File: src/hdl/udcc_pkg.sv
// Package: constants for the USB device core control block
package udcc_pkg;
    // ------------------------------------------------------------------
    // Endpoint flag layout
    // ------------------------------------------------------------------
    localparam int NUM_EP = 7;
    localparam int EP_FLAG_W = 8;
    localparam int NAK_IN_BIT = 6;
    localparam int OUT_RX_BIT = 2;
    localparam int STALL_BIT = 1;
    // ------------------------------------------------------------------
    // General event flag layout
    // ------------------------------------------------------------------
    localparam int GEN_W = 8;
    localparam int GEN_WAKE_BIT = 0;
    localparam int GEN_VBUS_BIT = 1;
    // ------------------------------------------------------------------
    // Reset values
    // ------------------------------------------------------------------
    localparam logic RST_MACRO_ENABLE = 1'b0;
    localparam logic RST_CLOCK_FREEZE = 1'b1;
    // ------------------------------------------------------------------
    // Clocking and memory budget
    // ------------------------------------------------------------------
    localparam int REF_CLK_KHZ = 48000;
    localparam int FS_BIT_KHZ = 12000;
    localparam int LS_BIT_KHZ = 1500;
    localparam int FS_DIV = REF_CLK_KHZ / FS_BIT_KHZ;
    localparam int LS_DIV = REF_CLK_KHZ / LS_BIT_KHZ;
    localparam int EP_RAM_BYTES = 832;
    localparam int EP0_MAX = 64;
    localparam int EP1_MAX = 256;
    localparam int EPN_MAX = 64;
    localparam int FIFO_W = 8;
    localparam int FIFO_DEPTH = 32;
    // ------------------------------------------------------------------
    // Controller states
    // ------------------------------------------------------------------
    typedef enum logic [1:0] {UDCC_RESET, UDCC_IDLE, UDCC_ACTIVE} udcc_state_t;
endpackage

File: src/hdl/udcc_core.sv
// Design: USB device core control with data FIFO
`timescale 1ns/1ns

// ----------------------------------------------------------------------
// Data FIFO
// ----------------------------------------------------------------------
module udcc_fifo #(
    parameter int WIDTH = 8,
    parameter int DEPTH = 32
) (
    input wire logic clock_i,
    input wire logic rst_i,
    input wire logic flush_i,
    input wire logic [WIDTH-1:0] wr_data_i,
    input wire logic wr_valid_i,
    output logic wr_ready_o,
    output logic [WIDTH-1:0] rd_data_o,
    output logic rd_valid_o,
    input wire logic rd_ready_i
);
    localparam int AW = $clog2(DEPTH);
    logic [WIDTH-1:0] mem [DEPTH];
    logic [AW-1:0] wp_q;
    logic [AW-1:0] rp_q;
    logic [AW:0] cnt_q;
    wire push = wr_valid_i && wr_ready_o;
    wire pop = rd_valid_o && rd_ready_i;
    assign wr_ready_o = (cnt_q != DEPTH[AW:0]);
    assign rd_valid_o = (cnt_q != '0);
    assign rd_data_o = mem[rp_q];

    always_ff @(posedge clock_i) begin
        if (push) begin
            mem[wp_q] <= wr_data_i;
        end
    end

    always_ff @(posedge clock_i or posedge rst_i) begin
        if (rst_i) begin
            wp_q <= '0;
            rp_q <= '0;
            cnt_q <= '0;
        end else if (flush_i) begin
            wp_q <= '0;
            rp_q <= '0;
            cnt_q <= '0;
        end else begin
            if (push) begin
                wp_q <= wp_q + 1'b1;
            end
            if (pop) begin
                rp_q <= rp_q + 1'b1;
            end
            cnt_q <= cnt_q + {{AW{1'b0}}, push} - {{AW{1'b0}}, pop};
        end
    end
endmodule

// ----------------------------------------------------------------------
// Core control
// ----------------------------------------------------------------------
module udcc_core (
    input wire logic clock_i,
    input wire logic rst_i,
    input wire logic end_of_reset_i,
    input wire logic macro_enable_i,
    input wire logic clock_freeze_i,
    input wire logic low_speed_select_i,
    input wire logic detach_i,
    input wire logic vbus_i,
    input wire logic dp_i,
    input wire logic dm_i,
    input wire logic line_wake_clear_i,
    input wire logic vbus_change_clear_i,
    input wire logic [udcc_pkg::GEN_W-1:0] gen_event_i,
    input wire logic [udcc_pkg::GEN_W-1:0] gen_clear_i,
    input wire logic [udcc_pkg::GEN_W-1:0] gen_enable_i,
    input wire logic [udcc_pkg::NUM_EP*udcc_pkg::EP_FLAG_W-1:0] ep_event_i,
    input wire logic [udcc_pkg::NUM_EP*udcc_pkg::EP_FLAG_W-1:0] ep_clear_i,
    input wire logic [udcc_pkg::NUM_EP*udcc_pkg::EP_FLAG_W-1:0] endpoint_event_enables_i,
    input wire logic [udcc_pkg::FIFO_W-1:0] rx_data_i,
    input wire logic rx_valid_i,
    output logic rx_ready_o,
    output logic [udcc_pkg::FIFO_W-1:0] cpu_data_o,
    output logic cpu_valid_o,
    input wire logic cpu_ready_i,
    output logic [udcc_pkg::NUM_EP*udcc_pkg::EP_FLAG_W-1:0] endpoint_event_flags_o,
    output logic [udcc_pkg::NUM_EP-1:0] endpoint_irq_summary_o,
    output logic [udcc_pkg::GEN_W-1:0] gen_flags_o,
    output logic general_irq_o,
    output logic endpoint_irq_o,
    output logic cpu_wake_o,
    output logic pd_wake_o,
    output logic [1:0] state_o,
    output logic pad_suspend_o,
    output logic clock_gate_en_o,
    output logic pullup_dp_o,
    output logic pullup_dm_o,
    output logic bit_tick_o,
    output logic sample_tick_o
);
    localparam int EPW = udcc_pkg::NUM_EP * udcc_pkg::EP_FLAG_W;

    function automatic logic [udcc_pkg::GEN_W-1:0] flag_next(
        input logic [udcc_pkg::GEN_W-1:0] cur,
        input logic [udcc_pkg::GEN_W-1:0] set,
        input logic [udcc_pkg::GEN_W-1:0] clr);
        flag_next = (cur & ~clr) | set;
    endfunction

    // ------------------------------------------------------------------
    // Controller state
    // ------------------------------------------------------------------
    udcc_pkg::udcc_state_t state_q;
    udcc_pkg::udcc_state_t state_d;
    logic blk_rst;
    logic frozen;
    assign blk_rst = !macro_enable_i || end_of_reset_i;
    assign frozen = clock_freeze_i || state_q == udcc_pkg::UDCC_RESET;

    always_comb begin
        case (state_q)
            udcc_pkg::UDCC_RESET: state_d = macro_enable_i ? udcc_pkg::UDCC_IDLE
                                                            : udcc_pkg::UDCC_RESET;
            udcc_pkg::UDCC_IDLE: state_d = clock_freeze_i ? udcc_pkg::UDCC_IDLE
                                                          : udcc_pkg::UDCC_ACTIVE;
            udcc_pkg::UDCC_ACTIVE: state_d = clock_freeze_i ? udcc_pkg::UDCC_IDLE
                                                            : udcc_pkg::UDCC_ACTIVE;
            default: state_d = udcc_pkg::UDCC_RESET;
        endcase
        if (!macro_enable_i) begin
            state_d = udcc_pkg::UDCC_RESET;
        end else if (end_of_reset_i) begin
            state_d = udcc_pkg::UDCC_IDLE;
        end
    end

    always_ff @(posedge clock_i or posedge rst_i) begin
        if (rst_i) begin
            state_q <= udcc_pkg::UDCC_RESET;
        end else begin
            state_q <= state_d;
        end
    end

    // ------------------------------------------------------------------
    // Line and VBUS change detection
    // ------------------------------------------------------------------
    // Edge detection uses this clock; in silicon it runs on the pad side
    logic dp_q;
    logic dm_q;
    logic vbus_q;
    logic line_change;
    logic vbus_change;
    assign line_change = (dp_i != dp_q) || (dm_i != dm_q);
    assign vbus_change = vbus_i != vbus_q;

    // No reset: these follow the pins through reset, so release
    // never shows a false edge against a reset value
    always_ff @(posedge clock_i) begin
        dp_q <= dp_i;
        dm_q <= dm_i;
        vbus_q <= vbus_i;
    end

    // ------------------------------------------------------------------
    // General flags
    // ------------------------------------------------------------------
    logic [udcc_pkg::GEN_W-1:0] gen_q;
    logic [udcc_pkg::GEN_W-1:0] gen_set;
    logic [udcc_pkg::GEN_W-1:0] gen_clr;
    logic [udcc_pkg::GEN_W-1:0] timed_mask;
    assign timed_mask = frozen ? '0 : ~udcc_pkg::GEN_W'(8'h03);
    always_comb begin
        gen_set = gen_event_i & timed_mask;
        gen_set[udcc_pkg::GEN_WAKE_BIT] = line_change && macro_enable_i;
        gen_set[udcc_pkg::GEN_VBUS_BIT] = vbus_change;
        gen_clr = gen_clear_i;
        gen_clr[udcc_pkg::GEN_WAKE_BIT] = line_wake_clear_i;
        gen_clr[udcc_pkg::GEN_VBUS_BIT] = vbus_change_clear_i;
    end

    // Vbus flag survives block reset so plug detection works while disabled
    always_ff @(posedge clock_i or posedge rst_i) begin
        if (rst_i) begin
            gen_q <= '0;
        end else begin
            gen_q <= flag_next(gen_q, gen_set, gen_clr);
            if (blk_rst) begin
                gen_q[udcc_pkg::GEN_W-1:udcc_pkg::GEN_VBUS_BIT+1] <= '0;
                gen_q[udcc_pkg::GEN_WAKE_BIT] <= 1'b0;
            end
        end
    end

    // ------------------------------------------------------------------
    // Endpoint flags
    // ------------------------------------------------------------------
    logic [EPW-1:0] ep_q;
    logic [EPW-1:0] ep_hit;
    logic [udcc_pkg::NUM_EP-1:0] ep_sum;
    assign ep_hit = ep_q & endpoint_event_enables_i;
    always_comb begin
        for (int e = 0; e < udcc_pkg::NUM_EP; e++) begin
            ep_sum[e] = |ep_hit[e*udcc_pkg::EP_FLAG_W +: udcc_pkg::EP_FLAG_W];
        end
    end

    always_ff @(posedge clock_i or posedge rst_i) begin
        if (rst_i) begin
            ep_q <= '0;
        end else if (blk_rst) begin
            ep_q <= '0;
        end else begin
            ep_q <= (ep_q & ~ep_clear_i) | (frozen ? '0 : ep_event_i);
        end
    end

    // ------------------------------------------------------------------
    // Speed, pull-up and bit clock
    // ------------------------------------------------------------------
    logic [5:0] div_q;
    logic [5:0] div_max;
    logic run;
    logic bit_tick;
    logic line_edge;
    assign run = state_q == udcc_pkg::UDCC_ACTIVE;
    assign div_max = low_speed_select_i ? 6'(udcc_pkg::LS_DIV - 1)
                                        : 6'(udcc_pkg::FS_DIV - 1);
    assign line_edge = dp_i != dp_q;
    assign bit_tick = run && div_q == div_max;

    // Phase tracking: a data edge re-centres the divider
    always_ff @(posedge clock_i or posedge rst_i) begin
        if (rst_i) begin
            div_q <= '0;
        end else if (!run) begin
            div_q <= '0;
        end else if (line_edge) begin
            div_q <= {1'b0, div_max[5:1]};
        end else if (div_q == div_max) begin
            div_q <= '0;
        end else begin
            div_q <= div_q + 6'h01;
        end
    end

    // ------------------------------------------------------------------
    // Outputs
    // ------------------------------------------------------------------
    logic gen_irq_d;
    logic ep_irq_d;
    assign gen_irq_d = |(gen_q & gen_enable_i);
    assign ep_irq_d = |ep_sum && !frozen;

    always_ff @(posedge clock_i or posedge rst_i) begin
        if (rst_i) begin
            general_irq_o <= 1'b0;
            endpoint_irq_o <= 1'b0;
            cpu_wake_o <= 1'b0;
            pd_wake_o <= 1'b0;
            state_o <= 2'h0;
            pad_suspend_o <= 1'b1;
            clock_gate_en_o <= 1'b0;
            pullup_dp_o <= 1'b0;
            pullup_dm_o <= 1'b0;
            bit_tick_o <= 1'b0;
            sample_tick_o <= 1'b0;
            endpoint_event_flags_o <= '0;
            endpoint_irq_summary_o <= '0;
            gen_flags_o <= '0;
        end else begin
            general_irq_o <= gen_irq_d;
            endpoint_irq_o <= ep_irq_d;
            cpu_wake_o <= gen_irq_d || ep_irq_d;
            pd_wake_o <= gen_q[udcc_pkg::GEN_WAKE_BIT]
                || gen_q[udcc_pkg::GEN_VBUS_BIT];
            state_o <= state_q;
            pad_suspend_o <= state_q != udcc_pkg::UDCC_ACTIVE;
            clock_gate_en_o <= macro_enable_i && !clock_freeze_i;
            pullup_dp_o <= macro_enable_i && !detach_i && vbus_i
                && low_speed_select_i;
            pullup_dm_o <= macro_enable_i && !detach_i && vbus_i
                && !low_speed_select_i;
            bit_tick_o <= bit_tick;
            sample_tick_o <= run && line_edge;
            endpoint_event_flags_o <= ep_q;
            endpoint_irq_summary_o <= ep_sum;
            gen_flags_o <= gen_q;
        end
    end

    // ------------------------------------------------------------------
    // Receive data FIFO, flushed on block reset
    // ------------------------------------------------------------------
    // Depth covers an eighth of the largest endpoint; RAM allocation is elsewhere
    // Ready ignores the active state; words offered earlier are dropped
    udcc_fifo #(
        .WIDTH(udcc_pkg::FIFO_W),
        .DEPTH(udcc_pkg::FIFO_DEPTH)
    ) u_fifo (
        .clock_i(clock_i),
        .rst_i(rst_i),
        .flush_i(blk_rst),
        .wr_data_i(rx_data_i),
        .wr_valid_i(rx_valid_i && run),
        .wr_ready_o(rx_ready_o),
        .rd_data_o(cpu_data_o),
        .rd_valid_o(cpu_valid_o),
        .rd_ready_i(cpu_ready_i)
    );

    // ------------------------------------------------------------------
    // Checks
    // ------------------------------------------------------------------
    a_disable_resets: assert property (@(posedge clock_i) disable iff (rst_i)
        !macro_enable_i |=> state_q == udcc_pkg::UDCC_RESET)
        else $error("state not reset after disable");
    a_enable_idle: assert property (@(posedge clock_i) disable iff (rst_i)
        state_q == udcc_pkg::UDCC_RESET && macro_enable_i && !end_of_reset_i
        |=> state_q == udcc_pkg::UDCC_IDLE)
        else $error("enable did not reach idle");
    a_eor_enabled: assert property (@(posedge clock_i) disable iff (rst_i)
        macro_enable_i && end_of_reset_i |=> state_q == udcc_pkg::UDCC_IDLE)
        else $error("end of reset left wrong state");
    a_vbus_flag_set: assert property (@(posedge clock_i) disable iff (rst_i)
        vbus_i != $past(vbus_i) |=> gen_q[udcc_pkg::GEN_VBUS_BIT])
        else $error("vbus change missed");
    a_wake_flag_set: assert property (@(posedge clock_i) disable iff (rst_i)
        macro_enable_i && !end_of_reset_i && line_change
        |=> gen_q[udcc_pkg::GEN_WAKE_BIT])
        else $error("line change missed");
    a_frozen_ep_quiet: assert property (@(posedge clock_i) disable iff (rst_i)
        frozen |=> !endpoint_irq_o)
        else $error("endpoint irq while frozen");
    a_gen_irq_or: assert property (@(posedge clock_i) disable iff (rst_i)
        |(gen_q & gen_enable_i) |=> general_irq_o)
        else $error("general irq missing");
    a_pullup_excl: assert property (@(posedge clock_i) disable iff (rst_i)
        !(pullup_dp_o && pullup_dm_o))
        else $error("both pull-ups on");
    a_pd_wake: assert property (@(posedge clock_i) disable iff (rst_i)
        gen_q[udcc_pkg::GEN_VBUS_BIT] |=> pd_wake_o)
        else $error("power-down wake missing");
    a_summary_ep: assert property (@(posedge clock_i) disable iff (rst_i)
        endpoint_irq_o |-> $past(|ep_sum))
        else $error("summary disagrees with irq");
endmodule

File: config.mk
export PLATFORM = sky130hd
export DESIGN_NAME = udcc_core
export DESIGN_NICKNAME = d
export VERILOG_FILES = /design/src/hdl/udcc_pkg.sv /design/src/hdl/udcc_core.sv
export SDC_FILE = /design/constraint.sdc
export NUM_CORES = 1
export LEC_CHECK = 0
export BUFFER_PORTS_ARGS = -buffer_cell sky130_fd_sc_hd__buf_2
export CORE_ASPECT_RATIO = 0.5
export CORE_MARGIN = 2
export CORE_UTILIZATION = 45
export CTS_CLUSTER_SIZE = 28
export DETAILED_ROUTE_END_ITERATION = 10
export GPL_TIMING_DRIVEN = 0
export MAX_ROUTING_LAYER = met4
export PLACE_DENSITY = 0.69
export SLEW_MARGIN = 25
export SYNTH_ARGS = -nofsm -noshare
export SYNTH_HDL_FRONTEND = slang
export SYNTH_SLANG_ARGS = --single-unit
File: constraint.sdc
create_clock -name clock_i -period 4.5 [get_ports clock_i]
set_input_delay 0.225 -clock clock_i [delete_from_list [all_inputs] [get_ports clock_i]]
set_output_delay 0.225 -clock clock_i [all_outputs]
set_load 0.02 [all_outputs]
==> metrics.cfg <==
[sta]
drv_slew = 0
rsz0062_at_grt = no
period_share_pct = 70.9
min_period_ps = 3190
tns_ps = 0
finClkSkew_ps = 23.2
clock.fmax_mhz = 313
slew_headroom_pct = 34.2
setup_viol_count_final = 0
hold_viol = 0
tightest_slew_ps = 984

[die]
initial_core_util_pct = 45.9
ios = 307
fp.dieH_um = 140
std_cell_rows = 49
die_w_um = 275
core_area_um2 = 36100
dieArea_um2 = 38500

[run_status]
outcome = finished, final reports clean

[finish]
drive_gt1_share_pct = 29.0
nets = 1741
regArea_um2 = 12000
fillers = 2629
area_growth_pct = 29.6
multi_input_area_um2 = 4200
finish.utilization_pct = 59.5

[global_routing]
antenna_found_initial = 1
grt_overflow_total = 0
grt_usage_pct = 23.5
grt_max_degree = 33
grt_pass1_vias = 11700
grt_pass1_wl_mm = 66.9

[yosys]
synth.largest_area_cell = edfxtp_1
synthArstFlopShare_pct = 39.8
ys_seq_area_share_pct = 72.6
ys_ff_latch = 430
synth_edf_count = 256
synth_top_area_share_pct = 46.4
ys_warn_count = 0
synth_nets = 1259
synth_ff_type = edfxtp_1
synth_common_cells = 256 x edfxtp_1, 170 x dfrtp_1, 114 x nor2_1, 78 x a21oi_1, 66 x nor2b_1
synth.cell_area_um2 = 16600
synthTopCellsByArea = edfxtp_1 46%, dfrtp_1 26%, mux4_2 5.8%
synth.most_common_cell = edfxtp_1
synth_area_per_cell_um2 = 16.2
ys_types = 52
synth_cells = 1026

[detailed_routing]
viasPerCell = 5.40
dr.pass1.iters = 7
wire_per_inst_um = 21.4
wl_met2_mm = 22.1
detail-route-antenna-nets = 0
first_iter_violations = 856
met1_length_mm = 17.7
drc = 0
wl_met3_mm = 2.49
vias = 10900
wl_mm = 43.3
top_layer = met4

[critical_path]
rr_worst_depth = 7
r2r_setup_slack_ps = 1580
cp.required_ps = 4280
worstSetupPathType = register to output pin
critPathCaptureType = output pin
start_kind = register
critPathMaxFanout = 10
cp.arrival_ps = 2970

[clocking]
cts_buffer_depth = 3
cts_sinks = 430
root_buffer = clkbuf_16
ctsHtreeMaxLevel = 2
cts_tree = built
numCtsBuffers = 39
post_cts_resized = 0
clkTransAtPathRegs_ps = 60
worstSkewPairLatency_ps = 550

[power]
p_per_area_nw_per_um2 = 409
cellLeakagePower_uw = 0.00851
vdd_drop_max_mv = 0.241
power_uw = 8780

[placed_design]
globalplace.congestion = 0.936
io_buffers = 302
hpwl_mm = 28.6

[run]
maxCapViolCount = 0

[hold_path]
hold_depth = 4
hold_class = input port to register

==> state kept, by name (all words and copies together), names as in the netlist, 2 cells and up <==
signal,flops
div_q,6
endpoint_irq_summary_o,7
u_fifo.mem,256
state_o,2
ep_q,56
u_fifo.wp_q,5
u_fifo.rp_q,5
state_q,2
endpoint_event_flags_o,56
gen_flags_o,8
u_fifo.cnt_q,6
gen_q,8
==> cell families (layout without fill, tap and decap cells) <==
kind of cell,Yosys count,after routing,share of synthesized area (%)
AOI/OAI and AO/OA,170,170,6.81
xor gates and xnor gates,17,17,0.899
adders and majority gates,19,19,1.48
buffers and inverters,62,574,2.06
DFF,430,430,72.6
muxes,81,81,8.63
other,0,2,0
and+or+nand+nor,247,247,7.54
==> worst paths after layout <==
path                                 from                    endpoint
setup / recovery           u_fifo.rp_q[0]               cpu_data_o[1]
hold / removal              ep_clear_i[0]                     ep_q[0]
setup reg to reg               state_q[0]            u_fifo.mem[6][6]
hold reg to reg                  ep_q[16]  endpoint_event_flags_o[16]
max in group asynchronous           rst_i              u_fifo.wp_q[3]
min in group asynchronous           rst_i                    ep_q[28]
==> area by class of cell <==
class                           instances  share of cell area [%]
Antenna cell                            2                  0.0233
Buffer                                 45                    1.29
Clock buffer                           45                    4.84
Clock inverter                         26                    1.26
Inverter                               17                   0.315
Multi-Input combinational cell        534                    19.6
Sequential cell                       430                    56.0
Tap cell                              484                    2.82
Timing Repair Buffer                  441                    13.9
==> power breakdown <==
group	internal [µW]	switching (µW)	total [µW]
registers	4240	31.5	4280
logic	507	580	1090
clock network	1960	1460	3420
total	6710	2070	8780
==> repair_timing <==
item	CTS	global route
endpoints found under the hold margin	144	0
buffers inserted	0	0
hold buffers	133	0
==> stage by stage <==
step	instances	worst slack (ps)	area (µm²)	hold WS [ps]
after floorplan	1026	1980	16600	253
after global placement	1812	1190	18700	355
after detailed placement	1818	1540	18800	208
after CTS	2022	1290	21500	1.24
after global routing	2023	1160	21500	3.39
final	2024	1310	21500	18.3
==> critical path, stage by stage, from the launching register on <==
cell and delay, ps:
dfrtp_1 380, buf_6 200, buf_8 200, buf_8 190, buf_6 200, mux2i_1 210, o22ai_1 100, a211oi_1 520
a21oi_1 200, buf_2 210
==> per-layer routing <==
layer	up-vias	track usage, %
met5	-	-
met4	0	5.95
met3	87	4.12
met2	438	39.1
met1	5577	30.0
li1	4828	-
==> cells in the final DEF (no fill, tap or decap), drive strengths merged, types with 40 or more instances in the layout <==
master	count
a22oi	40
clkbuf	70
buf	328
dfrtp	170
dlygate4sd3	133
mux4	48
nor2b	66
a21oi	78
nor2	114
edfxtp	256
Note: power is estimated with default switching activity, not from simulation.
